[src/efc_pkg.sv]
// Constants, register map and state encodings for the enhanced flow-control UART block
`default_nettype none
// Behaviour
// Swap bit clear makes the scratch location an ordinary read/write byte.
// Swap bit set: scratch reads give FIFO count, writes load mode select.
// Trigger-select bit steers trigger and count registers: 0 receive, 1 transmit.
// Bits 3:2 pick transmit flow characters: none, first, second or both pairs; the code sends the second pair for 01 and the first pair for 10.
// Bits 1:0 pick receive matching; 11 matches either or both pairs by transmit mode.
// Dual modes send and match the two flow characters as consecutive characters.
// Software clears all flow selection bits before programming a new setting.
// Enhanced-enable gates writes to the enhanced bits and fractional divisor.
// Flow selection bits 3:0 change only while enhanced-enable is set.
// Reset clears every gated enhanced bit for legacy behaviour.
// Software should leave enhanced-enable set in normal operation.
// Special detect compares each received character with second off-character.
// Compare bit 0 lines up with the received character's least significant bit.
// Special detect with second-pair matching drops the off-character and interrupts.
// Auto RTS interrupts at trigger, deasserts above upper level, reasserts below lower.
// Software asserts RTS through modem control before auto RTS takes effect.
// Without auto RTS the RTS pin follows the modem control bit.
// Auto CTS stops transmission while CTS is high, resumes when low.
// Automatic address mode uses the second off-character as address value.
// Divisors start at high 0x00, low 0x01 at power-up only.
// Modem status reset reads lower bits zero, upper bits from inputs.
// Reset values of status, scratch and pins; interrupt output three-stated.
// CTS deassertion lets the current character finish; next waits for CTS.
package efc_pkg;
	// Register indexes on the register port
	localparam logic [4:0] A_IER  = 5'h00;
	localparam logic [4:0] A_ISR  = 5'h01;
	localparam logic [4:0] A_FCR  = 5'h02;
	localparam logic [4:0] A_LCR  = 5'h03;
	localparam logic [4:0] A_MCR  = 5'h04;
	localparam logic [4:0] A_LSR  = 5'h05;
	localparam logic [4:0] A_MSR  = 5'h06;
	localparam logic [4:0] A_SPR  = 5'h07;
	localparam logic [4:0] A_FDIV = 5'h08;
	localparam logic [4:0] A_DIVL = 5'h09;
	localparam logic [4:0] A_DIVH = 5'h0a;
	localparam logic [4:0] A_TRG  = 5'h0b;
	localparam logic [4:0] A_FEATURE_CONTROL = 5'h0c;
	localparam logic [4:0] A_EFR  = 5'h0d;
	localparam logic [4:0] A_ON1  = 5'h0e;
	localparam logic [4:0] A_ON2  = 5'h0f;
	localparam logic [4:0] A_OFF1 = 5'h10;
	localparam logic [4:0] A_OFF2 = 5'h11;
	// Field positions
	localparam int FEATURE_CONTROL_SWAP   = 6;
	localparam int FEATURE_CONTROL_TXSEL  = 7;
	localparam int EFR_ENH     = 4;
	localparam int EFR_SPECIAL = 5;
	localparam int EFR_ARTS    = 6;
	localparam int EFR_ACTS    = 7;
	localparam int MCR_DTR     = 0;
	localparam int MCR_RTS     = 1;
	localparam int MCR_IRQ_OE  = 3;
	localparam int IER_TRIG    = 0;
	localparam int IER_SPECIAL = 5;
	localparam int ENHANCED_MODE_SELECT_ADDR   = 0;
	localparam int FDIV_SPLIT  = 6;
	localparam int FDIV_RXSEL  = 7;
	// Bits held against change while enhanced-enable is clear
	localparam logic [7:0] LOCK_IER = 8'hf0;
	localparam logic [7:0] LOCK_ISR = 8'h30;
	localparam logic [7:0] LOCK_FCR = 8'h38;
	localparam logic [7:0] LOCK_MCR = 8'he0;
	// Reset values
	localparam logic [7:0] SPR_RST  = 8'hff;
	localparam logic [7:0] DIVL_RST = 8'h01;
	localparam logic [7:0] DIVH_RST = 8'h00;
	localparam logic [3:0] PIN_IDLE = 4'hf;
	// RTS hysteresis in characters, indexed by the two low feature-control bits
	localparam logic [3:0][7:0] HYST_TAB = {8'h08, 8'h06, 8'h04, 8'h00};
	// Bits after the start bit: eight data bits and one stop bit
	localparam logic [3:0] BITS_AFTER_START = 4'h9;
	// Transmit sequencer states
	typedef enum logic [1:0] {
		TX_IDLE = 2'b00,
		TX_PAIR = 2'b01,
		TX_WAIT = 2'b10
	} tx_state_t;
endpackage
`default_nettype wire

[src/uart_char_shifter.sv]
// Serial shifter sending one start, eight data and one stop bit per character
`default_nettype none
module uart_char_shifter (
	// Clock and reset
	input  wire logic        i_core_clk,
	input  wire logic        i_rstn,
	// Character request
	input  wire logic        i_start,
	input  wire logic [7:0]  i_char,
	input  wire logic [15:0] i_bit_cycles,
	// Line and status
	output logic             o_txd,
	output logic             o_busy
);
	typedef struct packed {
		logic [8:0]  sh;
		logic [3:0]  bits;
		logic [15:0] cnt;
		logic        txd;
		logic        busy;
	} shift_state_t;

	shift_state_t q;
	shift_state_t n;
	logic [15:0]  period;

	// A zero divisor would stall the line, so it counts as one cycle
	assign period = (i_bit_cycles == 16'h0000) ? 16'h0001 : i_bit_cycles;

	// Start request is only honoured while idle; the character always completes
	always_comb begin
		n = q;
		if (!q.busy) begin
			if (i_start) begin
				n.sh   = {1'b1, i_char};
				n.bits = efc_pkg::BITS_AFTER_START;
				n.cnt  = period - 16'h0001;
				n.txd  = 1'b0;
				n.busy = 1'b1;
			end
		end else if (q.cnt != 16'h0000) begin
			n.cnt = q.cnt - 16'h0001;
		end else if (q.bits == 4'h0) begin
			n.busy = 1'b0;
		end else begin
			n.txd  = q.sh[0];
			n.sh   = {1'b1, q.sh[8:1]};
			n.bits = q.bits - 4'h1;
			n.cnt  = period - 16'h0001;
		end
	end

	// Line idles high from reset
	always_ff @(posedge i_core_clk or negedge i_rstn) begin
		if (!i_rstn) begin
			q     <= '0;
			q.txd <= 1'b1;
		end else begin
			q <= n;
		end
	end

	assign o_txd  = q.txd;
	assign o_busy = q.busy;
endmodule // uart_char_shifter
`default_nettype wire

[src/uart_efc.sv]
// Enhanced feature control of a deep-FIFO UART: flow control, special characters, locks
`default_nettype none
module uart_efc #(
	parameter int unsigned LEVEL_W = 7
) (
	// Clock and resets
	input  wire logic               i_core_clk,
	input  wire logic               i_rstn,
	input  wire logic               i_por_n,
	// Register port
	input  wire logic [4:0]         i_addr,
	input  wire logic [7:0]         i_wdata,
	input  wire logic               i_wr,
	input  wire logic               i_rd,
	output logic [7:0]              o_rdata,
	// Receiver character stream and receive FIFO
	input  wire logic               i_rx_valid,
	input  wire logic [7:0]         i_rx_char,
	input  wire logic               i_rx_addr_bit,
	input  wire logic [LEVEL_W-1:0] i_rx_level,
	output logic                    o_rxf_push,
	output logic [7:0]              o_rxf_char,
	output logic                    o_addr_match,
	// Transmit data source
	input  wire logic               i_thr_valid,
	input  wire logic [7:0]         i_thr_char,
	input  wire logic [LEVEL_W-1:0] i_tx_level,
	output logic                    o_thr_take,
	// Serial and modem pins, modem inputs ordered cd, ri, dsr, cts
	output logic                    o_txd,
	input  wire logic [3:0]         i_modem_n,
	output logic                    o_rts_n,
	output logic                    o_dtr_n,
	// Interrupt and configuration outputs
	output logic                    o_irq,
	output logic                    o_irq_oe,
	output logic [7:0]              o_fifo_ctrl,
	output logic [7:0]              o_trig_rx,
	output logic [7:0]              o_trig_tx,
	output logic [15:0]             o_div_tx,
	output logic [15:0]             o_div_rx
);
	if (LEVEL_W < 1 || LEVEL_W > 8) begin : g_bad_level
		$error("LEVEL_W must lie between 1 and 8");
	end

	typedef struct packed {
		logic [7:0] interrupt_enable, fifo_control, line_control, modem_control, scratch_byte, enhanced_mode_select, trg_rx, trg_tx;
		logic [7:0] feature_control, enhanced_feature_control, on1, on2, off1, off2, fdiv;
		logic [1:0] isr_flag;
		logic [3:0] msr_wr, msr_delta, sync1, sync2, sync3, modem;
		logic [7:0] rdata, prev, tx_char, rxf_char;
		logic       prev_vld, halted, off_sent, rts_hi, trig_seen;
		logic       irq, irq_oe, rts_n, dtr_n;
		logic       tx_start, thr_take, rxf_push, addr_match;
		efc_pkg::tx_state_t tx_state;
	} efc_state_t;

	typedef struct packed {
		logic [7:0] tx_lo, tx_hi, rx_lo, rx_hi;
	} div_state_t;

	efc_state_t q, n;
	div_state_t dq, dn;
	logic       rst_all_n, busy, enh, cts_ok, sw_tx, pending;
	logic       want_off, want_on, m_on, m_off, special, trig_hit;
	logic [7:0] rx_lvl, tx_lvl, hyst, rd_val;
	logic [8:0] upper, lower_sum;
	logic [3:0] stable;

	// Gated write: locked bits keep their old value while enhanced-enable is clear
	function automatic logic [7:0] gated_wr(input logic [7:0] old_v, input logic [7:0] new_v,
			input logic [7:0] lock, input logic en);
		gated_wr = en ? new_v : ((old_v & lock) | (new_v & ~lock));
	endfunction

	// Flow character match for one kind (on or off) under the receive mode
	function automatic logic flow_match(input logic [7:0] c, input logic [7:0] a,
			input logic [7:0] b, input logic [7:0] p, input logic pv,
			input logic [1:0] rxm, input logic [1:0] txm);
		case (rxm)
			2'b10: flow_match = (c == a);
			2'b01: flow_match = (c == b);
			2'b11: begin
				if (txm == 2'b10 || txm == 2'b01) begin
					flow_match = (c == a) || (c == b);
				end else begin
					flow_match = pv && (p == a) && (c == b);
				end
			end
			default: flow_match = 1'b0;
		endcase
	endfunction

	// Power-up reset also clears the state the reset pin clears
	assign rst_all_n = i_rstn & i_por_n;
	assign enh       = q.enhanced_feature_control[efc_pkg::EFR_ENH];
	assign rx_lvl    = 8'(i_rx_level);
	assign tx_lvl    = 8'(i_tx_level);
	assign hyst      = efc_pkg::HYST_TAB[q.feature_control[1:0]];
	assign upper     = {1'b0, q.trg_rx} + {1'b0, hyst};
	assign lower_sum = {1'b0, rx_lvl} + {1'b0, hyst};
	// Only starts are gated, so a character in flight always completes
	assign cts_ok    = !(q.enhanced_feature_control[efc_pkg::EFR_ACTS] && q.modem[0]);
	assign sw_tx     = (q.enhanced_feature_control[3:2] != 2'b00);
	assign want_off  = sw_tx && !q.off_sent && (rx_lvl >= q.trg_rx);
	assign want_on   = sw_tx && q.off_sent && (lower_sum < {1'b0, q.trg_rx});
	assign trig_hit  = q.enhanced_feature_control[efc_pkg::EFR_ARTS] && (rx_lvl >= q.trg_rx);
	// Whole-byte equality keeps bit 0 aligned to the character's first data bit
	assign special   = q.enhanced_feature_control[efc_pkg::EFR_SPECIAL] && (i_rx_char == q.off2);

	// Receive flow matching, single or two consecutive characters
	always_comb begin
		m_on  = i_rx_valid && flow_match(i_rx_char, q.on1, q.on2, q.prev, q.prev_vld,
				q.enhanced_feature_control[1:0], q.enhanced_feature_control[3:2]);
		m_off = i_rx_valid && flow_match(i_rx_char, q.off1, q.off2, q.prev, q.prev_vld,
				q.enhanced_feature_control[1:0], q.enhanced_feature_control[3:2]);
	end

	// Read multiplexer; unmapped and write-only locations read zero
	always_comb begin
		pending = |(q.isr_flag & {q.interrupt_enable[efc_pkg::IER_TRIG], q.interrupt_enable[efc_pkg::IER_SPECIAL]});
		case (i_addr)
			efc_pkg::A_IER:  rd_val = q.interrupt_enable;
			efc_pkg::A_ISR:  rd_val = {2'b00, q.isr_flag, 3'b000, ~pending};
			efc_pkg::A_FCR:  rd_val = q.fifo_control;
			efc_pkg::A_LCR:  rd_val = q.line_control;
			efc_pkg::A_MCR:  rd_val = q.modem_control;
			efc_pkg::A_LSR:  rd_val = {1'b0, (tx_lvl == 8'h00) && !busy, tx_lvl == 8'h00,
					4'h0, rx_lvl != 8'h00};
			efc_pkg::A_MSR:  rd_val = {~q.modem, q.msr_delta};
			efc_pkg::A_SPR:  begin
				if (q.feature_control[efc_pkg::FEATURE_CONTROL_SWAP]) begin
					rd_val = q.feature_control[efc_pkg::FEATURE_CONTROL_TXSEL] ? tx_lvl : rx_lvl;
				end else begin
					rd_val = q.scratch_byte;
				end
			end
			efc_pkg::A_FDIV: rd_val = q.fdiv;
			efc_pkg::A_DIVL: rd_val = q.fdiv[efc_pkg::FDIV_RXSEL] ? dq.rx_lo : dq.tx_lo;
			efc_pkg::A_DIVH: rd_val = q.fdiv[efc_pkg::FDIV_RXSEL] ? dq.rx_hi : dq.tx_hi;
			efc_pkg::A_FEATURE_CONTROL: rd_val = q.feature_control;
			efc_pkg::A_EFR:  rd_val = q.enhanced_feature_control;
			efc_pkg::A_ON1:  rd_val = q.on1;
			efc_pkg::A_ON2:  rd_val = q.on2;
			efc_pkg::A_OFF1: rd_val = q.off1;
			efc_pkg::A_OFF2: rd_val = q.off2;
			default:         rd_val = 8'h00;
		endcase
	end

	// Next state of registers, receive path, flow state and transmit sequencer
	always_comb begin
		n  = q;
		dn = dq;
		stable = ~(q.sync2 ^ q.sync3);
		n.rdata = i_rd ? rd_val : 8'h00;
		// Register writes
		if (i_wr) begin
			case (i_addr)
				efc_pkg::A_IER:  n.interrupt_enable = gated_wr(q.interrupt_enable, i_wdata, efc_pkg::LOCK_IER, enh);
				efc_pkg::A_FCR:  n.fifo_control = gated_wr(q.fifo_control, i_wdata, efc_pkg::LOCK_FCR, enh);
				efc_pkg::A_MCR:  n.modem_control = gated_wr(q.modem_control, i_wdata, efc_pkg::LOCK_MCR, enh);
				efc_pkg::A_LCR:  n.line_control = i_wdata;
				efc_pkg::A_MSR:  n.msr_wr = i_wdata[7:4];
				efc_pkg::A_SPR:  begin
					if (q.feature_control[efc_pkg::FEATURE_CONTROL_SWAP]) begin
						n.enhanced_mode_select = i_wdata;
					end else begin
						n.scratch_byte = i_wdata;
					end
				end
				efc_pkg::A_FDIV: n.fdiv = enh ? i_wdata : q.fdiv;
				efc_pkg::A_TRG:  begin
					if (q.feature_control[efc_pkg::FEATURE_CONTROL_TXSEL]) begin
						n.trg_tx = i_wdata;
					end else begin
						n.trg_rx = i_wdata;
					end
				end
				efc_pkg::A_FEATURE_CONTROL: n.feature_control = i_wdata;
				efc_pkg::A_EFR:  n.enhanced_feature_control = {i_wdata[7:4], enh ? i_wdata[3:0] : q.enhanced_feature_control[3:0]};
				efc_pkg::A_ON1:  n.on1 = i_wdata;
				efc_pkg::A_ON2:  n.on2 = i_wdata;
				efc_pkg::A_OFF1: n.off1 = i_wdata;
				efc_pkg::A_OFF2: n.off2 = i_wdata;
				default:         n.interrupt_enable = q.interrupt_enable;
			endcase
		end
		// Divisors: split flag picks one generator, select 1 without split writes none
		if (i_wr && (i_addr == efc_pkg::A_DIVL || i_addr == efc_pkg::A_DIVH)) begin
			if (!q.fdiv[efc_pkg::FDIV_RXSEL] || q.fdiv[efc_pkg::FDIV_SPLIT]) begin
				if (!q.fdiv[efc_pkg::FDIV_RXSEL]) begin
					if (i_addr == efc_pkg::A_DIVL) dn.tx_lo = i_wdata;
					else dn.tx_hi = i_wdata;
				end
				if (!q.fdiv[efc_pkg::FDIV_SPLIT] || q.fdiv[efc_pkg::FDIV_RXSEL]) begin
					if (i_addr == efc_pkg::A_DIVL) dn.rx_lo = i_wdata;
					else dn.rx_hi = i_wdata;
				end
			end
		end
		// Interrupt flags: reading clears, a hardware set in the same cycle wins
		if (i_wr && i_addr == efc_pkg::A_ISR) begin
			// Both writable status bits sit under the lock mask
			n.isr_flag = enh ? i_wdata[5:4] : q.isr_flag;
		end else if (i_rd && i_addr == efc_pkg::A_ISR) begin
			n.isr_flag = 2'b00;
		end
		if (i_rx_valid && (special || m_off)) begin
			n.isr_flag[0] = 1'b1;
		end
		n.trig_seen = trig_hit;
		if (trig_hit && !q.trig_seen) begin
			n.isr_flag[1] = 1'b1;
		end
		n.irq    = |(n.isr_flag & {q.interrupt_enable[efc_pkg::IER_TRIG], q.interrupt_enable[efc_pkg::IER_SPECIAL]});
		n.irq_oe = q.modem_control[efc_pkg::MCR_IRQ_OE];
		// Modem inputs: three stages, a change counts once stages two and three agree
		n.sync1 = i_modem_n;
		n.sync2 = q.sync1;
		n.sync3 = q.sync2;
		n.modem = (q.sync2 & stable) | (q.modem & ~stable);
		n.msr_delta = ((i_rd && i_addr == efc_pkg::A_MSR) ? 4'h0 : q.msr_delta)
				| (n.modem ^ q.modem);
		// Receive path: flow characters are consumed, others go to the FIFO
		n.rxf_push   = i_rx_valid && !m_on && !m_off;
		n.rxf_char   = i_rx_char;
		n.addr_match = i_rx_valid && i_rx_addr_bit && q.enhanced_mode_select[efc_pkg::ENHANCED_MODE_SELECT_ADDR]
				&& (i_rx_char == q.off2);
		if (i_rx_valid) begin
			n.prev     = i_rx_char;
			n.prev_vld = 1'b1;
		end
		if (q.enhanced_feature_control[1:0] == 2'b00) begin
			n.halted = 1'b0;
		end else if (m_off) begin
			n.halted = 1'b1;
		end else if (m_on) begin
			n.halted = 1'b0;
		end
		// RTS: manual from modem control, or hysteresis band when automatic
		if (!q.enhanced_feature_control[efc_pkg::EFR_ARTS]) begin
			n.rts_n = ~q.modem_control[efc_pkg::MCR_RTS];
		end else begin
			if ({1'b0, rx_lvl} >= upper) begin
				n.rts_hi = 1'b1;
			end else if (lower_sum < {1'b0, q.trg_rx}) begin
				n.rts_hi = 1'b0;
			end
			// Auto control only acts once software has asserted RTS
			n.rts_n = q.modem_control[efc_pkg::MCR_RTS] ? n.rts_hi : 1'b1;
		end
		n.dtr_n = ~q.modem_control[efc_pkg::MCR_DTR];
		// Transmit sequencer: flow characters take priority over data
		n.tx_start = 1'b0;
		n.thr_take = 1'b0;
		case (q.tx_state)
			efc_pkg::TX_IDLE: begin
				if (cts_ok && !busy) begin
					if (want_off || want_on) begin
						n.tx_start = 1'b1;
						n.off_sent = want_off;
						if (q.enhanced_feature_control[3:2] == 2'b01) begin
							n.tx_char = want_off ? q.off2 : q.on2;
						end else begin
							n.tx_char = want_off ? q.off1 : q.on1;
						end
						n.tx_state = (q.enhanced_feature_control[3:2] == 2'b11) ? efc_pkg::TX_PAIR
								: efc_pkg::TX_WAIT;
					end else if (i_thr_valid && !q.halted) begin
						n.tx_start = 1'b1;
						n.thr_take = 1'b1;
						n.tx_char  = i_thr_char;
						n.tx_state = efc_pkg::TX_WAIT;
					end
				end
			end
			efc_pkg::TX_PAIR: begin
				if (cts_ok && !busy && !q.tx_start) begin
					n.tx_start = 1'b1;
					n.tx_char  = q.off_sent ? q.off2 : q.on2;
					n.tx_state = efc_pkg::TX_WAIT;
				end
			end
			efc_pkg::TX_WAIT: begin
				if (!busy && !q.tx_start) begin
					n.tx_state = efc_pkg::TX_IDLE;
				end
			end
			default: n.tx_state = efc_pkg::TX_IDLE;
		endcase
	end

	// Main state: reset pin or power-up; enhanced bits come up cleared
	always_ff @(posedge i_core_clk or negedge rst_all_n) begin
		if (!rst_all_n) begin
			q       <= '0;
			q.scratch_byte   <= efc_pkg::SPR_RST;
			q.sync1 <= efc_pkg::PIN_IDLE;
			q.sync2 <= efc_pkg::PIN_IDLE;
			q.sync3 <= efc_pkg::PIN_IDLE;
			q.modem <= efc_pkg::PIN_IDLE;
			q.rts_n <= 1'b1;
			q.dtr_n <= 1'b1;
		end else begin
			q <= n;
		end
	end

	// Divisors survive the reset pin and only start over at power-up
	always_ff @(posedge i_core_clk or negedge i_por_n) begin
		if (!i_por_n) begin
			dq.tx_lo <= efc_pkg::DIVL_RST;
			dq.tx_hi <= efc_pkg::DIVH_RST;
			dq.rx_lo <= efc_pkg::DIVL_RST;
			dq.rx_hi <= efc_pkg::DIVH_RST;
		end else begin
			dq <= dn;
		end
	end

	// Serial line, bit period set by the transmit divisor
	uart_char_shifter u_shifter (
		.i_core_clk   (i_core_clk),
		.i_rstn       (rst_all_n),
		.i_start      (q.tx_start),
		.i_char       (q.tx_char),
		.i_bit_cycles ({dq.tx_hi, dq.tx_lo}),
		.o_txd        (o_txd),
		.o_busy       (busy)
	);

	// Outputs straight from state
	assign o_rdata     = q.rdata;
	assign o_rxf_push  = q.rxf_push;
	assign o_rxf_char  = q.rxf_char;
	assign o_addr_match = q.addr_match;
	assign o_thr_take  = q.thr_take;
	assign o_rts_n     = q.rts_n;
	assign o_dtr_n     = q.dtr_n;
	assign o_irq       = q.irq;
	assign o_irq_oe    = q.irq_oe;
	assign o_fifo_ctrl = q.fifo_control;
	assign o_trig_rx   = q.trg_rx;
	assign o_trig_tx   = q.trg_tx;
	assign o_div_tx    = {dq.tx_hi, dq.tx_lo};
	assign o_div_rx    = {dq.rx_hi, dq.rx_lo};
endmodule // uart_efc
`default_nettype wire

[config.mk]
export PLATFORM = sky130hd
export DESIGN_NAME = uart_efc
export DESIGN_NICKNAME = d
export VERILOG_FILES = /design/src/efc_pkg.sv /design/src/uart_char_shifter.sv /design/src/uart_efc.sv
export SDC_FILE = /design/constraint.sdc
export NUM_CORES = 1
export LEC_CHECK = 0
export ABC_AREA = 0
export BUFFER_PORTS_ARGS = -buffer_cell sky130_fd_sc_hd__buf_4
export CORE_MARGIN = 4
export CORE_UTILIZATION = 60
export CTS_BUF_LIST = sky130_fd_sc_hd__clkbuf_2
export DETAILED_ROUTE_END_ITERATION = 10
export PLACE_DENSITY_LB_ADDON = 0.25
export SETUP_SLACK_MARGIN = 0.4
export SYNTH_ARGS = -nofsm -noshare
export SYNTH_HDL_FRONTEND = slang
export SYNTH_HIERARCHICAL = 1
export SYNTH_SLANG_ARGS = --single-unit
export TNS_END_PERCENT = 30
[constraint.sdc]
create_clock -name i_core_clk -period 10.5 [get_ports i_core_clk]
set_input_delay 1.575 -clock i_core_clk [delete_from_list [all_inputs] [get_ports i_core_clk]]
set_output_delay 1.575 -clock i_core_clk [all_outputs]
set_load 0.01 [all_outputs]
==> flow_metrics.py <==
metrics = {
    "timing": {
        "max_freq_mhz": 246.1,
        "worstMarginPinSlew_ps": 1206,
        "grt_setup_unrepaired": "no",
        "drv_slew": 0,
        "setup_tns_ps": 0,
        "layout_setup_ws_ps": 6437,
        "fin_crit_ps": 4063,
        "clock_skew_ps": 72.95,
        "setup_viol": 0,
        "slew_headroom_pct": 18.98,
        "hold_violations": 0,
        "period_share_pct": 38.70,
    },
    "synthesis": {
        "syn_avg_cell_area_sq_um": 10.80,
        "synth-xor-area-share_pct": 4.478,
        "synthMuxAreaShare_pct": 15.46,
        "yosysUniqueCellTypes": 86,
        "synth_compound_area_share_pct": 12.96,
        "yosysSeqAreaShare_pct": 45.05,
        "synth-edff-count": 0,
        "async_flop_share_pct": 100.0,
        "synth_seq_cells": 245,
        "yosys.area_share.simple_pct": 12.95,
        "synthesis.nets": 1361,
        "synthAdderAreaFrac_pct": 3.802,
        "syn_inst": 1268,
        "netlist_area_sq_um": 13690,
        "synth_top_family_by_area": "multiplexers",
        "yosys_warnings": 6,
        "synth_top_flop_cell": "dfrtp_1",
    },
    "placed_design": {
        "place_inst": 1589,
        "dp_hpwl_um": 28690,
        "port_buffers": 134,
        "gp_congestion": 0.9474,
        "place_ws_ps": 5610,
        "postPlaceCellArea_sq_um": 14550,
    },
    "routing": {
        "ant_nets": 0,
        "routedWlPerCell_um": 23.67,
        "vias": 10855,
        "drcViolationCount": 0,
        "drt-initial-drc-count": 1308,
        "wirelength_um": 40260,
        "drtPass1Iterations": 8,
        "via_per_inst": 6.382,
    },
    "worst_setup_path": {
        "worstSetupStartpointType": "primary input",
        "crit_arrival_ps": 4740,
        "crit_path_end_kind": "register",
        "cp_max_fo": 17,
        "cp.required_ps": 11180,
        "rrSetupSlack_ps": 6470,
        "crit_type": "in2reg",
    },
    "flow_run": {
        "maxCapViolCount": 0,
    },
    "floorplanning": {
        "fp.dieW_um": 159.1,
        "die_y_um": 159.1,
        "io_pins": 135,
        "die_area_sq_um": 25300,
        "coreArea_sq_um": 22570,
        "start_util_pct": 60.65,
        "row_count": 55,
    },
    "clocking": {
        "cts_tree": "built",
        "cts_buffer_depth": 3,
        "ctsResizeCount": 0,
        "post_cts_buffers": 0,
        "numCtsBuffers": 59,
        "htreeDepth": 2,
        "clk_pin_slew_worst_paths_ps": 110,
        "postCtsHoldBufs": 0,
        "clock-root-buffer": "clkbuf_2",
        "clkLatencyLatePin_ps": 870,
        "clock_sinks": 245,
    },
    "power_and_ir_drop": {
        "power_frac_clock_pct": 24.3,
        "powerDensity_nw_per_um2": 169.6,
        "p_int_w": 0.001639,
        "swShare_pct": 35.97,
        "cellLeakagePower_nw": 6.925,
        "p_sw_w": 0.0009209,
        "seq_power_share_pct": 50.4,
        "p_comb_share_pct": 25.4,
        "ir_worst_vdd_v": 0.0001098,
    },
    "cells_and_area": {
        "fin_area_sq_um": 15100,
        "layout.nets": 1458,
        "fillers": 1856,
        "seqCellArea_sq_um": 6167,
        "layout_common_cells": "dfrtp_1 (216), mux2_2 (148), buf_4 (140)",
        "multi_input_area_sq_um": 6813,
        "layout_commonest_cell": "dfrtp_1",
        "drive_gt1_share_pct": 32.16,
        "finalNonFillerCells": 1701,
        "area_growth_pct": 10.28,
    },
    "global_route": {
        "grt_pass1_wl_um": 63180,
        "grt_pass1_vias": 10941,
        "antenna_found_initial": 1,
        "globalRouteOverflowTotal": 0,
        "grt_max_degree": 161,
        "grt_usage_pct": 31.38,
    },
    "run_status": {
        "status": "complete, no violations",
    },
    "hold_path": {
        "holdCritPathClass": "reg2reg",
    },
}
-- layer usage --
metal	share of wire (%)	global-route usage, %	up-vias
li1	-	-	4823
met1	42	43.73	5401
met2	47	49.07	528
met3	8.1	6.446	103
met4	3.5	11.56	0
met5	0	0	-
-- final cells by class --
class | instances | area share (%)
well taps | 285 | 2.362
flip-flops and latches | 245 | 40.85
diodes | 1 | 0.01657
multi-input cells | 879 | 45.12
clock buffers | 87 | 2.884
repair buffers | 141 | 7.094
inverters | 39 | 0.9696
clock inverters | 24 | 0.7044
-- synthesized netlist by cell type, drive strengths merged, types with 29 or more instances --
library cell / n / area share (%)
dfrtp: 216 / 39
mux2: 156 / 13
nand2: 91 / 2.5
nor2: 79 / 2.2
buf: 62 / 3.1
xnor2: 54 / 3.5
a21oi: 50 / 2.0
o21ai: 45 / 1.6
clkbuf: 43 / 1.2
inv: 39 / 1.1
ha: 36 / 3.3
a22oi: 34 / 1.9
mux2i: 33 / 2.4
dfstp: 29 / 5.6
-- critical path, stage by stage --
cell      delay, ps
buf_4           110
ha_1            160
inv_1            60
fa_1            420
o21ai_0         180
nand2_1         100
nor2_1          140
ha_1            270
nand3_1         120
o221a_2         210
nor4bb_2        280
buf_4           260
o31a_1          540
mux2i_1         250
a31oi_1          50
-- cell families after synthesis --
logic type	count (synthesis)
and+or+nand+nor	329
AOI/OAI and AO/OA	250
DFF	245
muxes	189
buffers and inverters	144
xor gates and xnor gates	70
adders and majority gates	41
-- state kept, by name (all words and copies together), names as in the netlist --
name and flops:
enh 1, n 9, o_addr_match 1, o_div_rx 16, o_div_tx 16, o_dtr_n 1
o_fifo_ctrl 8, o_irq 1, o_irq_oe 1, o_rdata 8, o_rts_n 1, o_rxf_char 8
o_rxf_push 1, o_thr_take 1, o_trig_rx 8, o_trig_tx 8, q 125, u_shifter/o_busy 1
u_shifter/o_txd 1, u_shifter/q 29
-- through the flow --
step | hold slack, ps | total power [W] | util (%)
floorplan | 345.2 | 0.001711 | -
global placement | 347.0 | 0.001921 | 64.48
detailed placement | 347.8 | 0.001941 | 64.48
CTS | 364.5 | 0.002565 | 66.88
global route | 366.6 | 0.002710 | 66.89
finish | 362.7 | 0.002560 | 66.89
-- power groups by stage --
stage / registers, W / clock network (W) / logic [W]
floorplan: 0.00122 / 0 / 0.000488
global placement: 0.00129 / 0 / 0.000628
detailed placement: 0.00130 / 0 / 0.000644
CTS: 0.00128 / 0.000637 / 0.000648
global route: 0.00130 / 0.000690 / 0.000717
finish: 0.00129 / 0.000621 / 0.000650
-- path summary, 6_finish.rpt --
path,startpoint,to,depth (start not counted)
worst max register to register,q[121],q[29],16
worst min register to register,n[55],n[51],0
worst max-delay path,i_rx_level[1],q[29],15
worst min-delay path,n[55],n[51],0
max in group asynchronous,i_por_n,q[98],3
min in group asynchronous,i_por_n,o_div_tx[13],1
(Power assumes the default switching activity.)
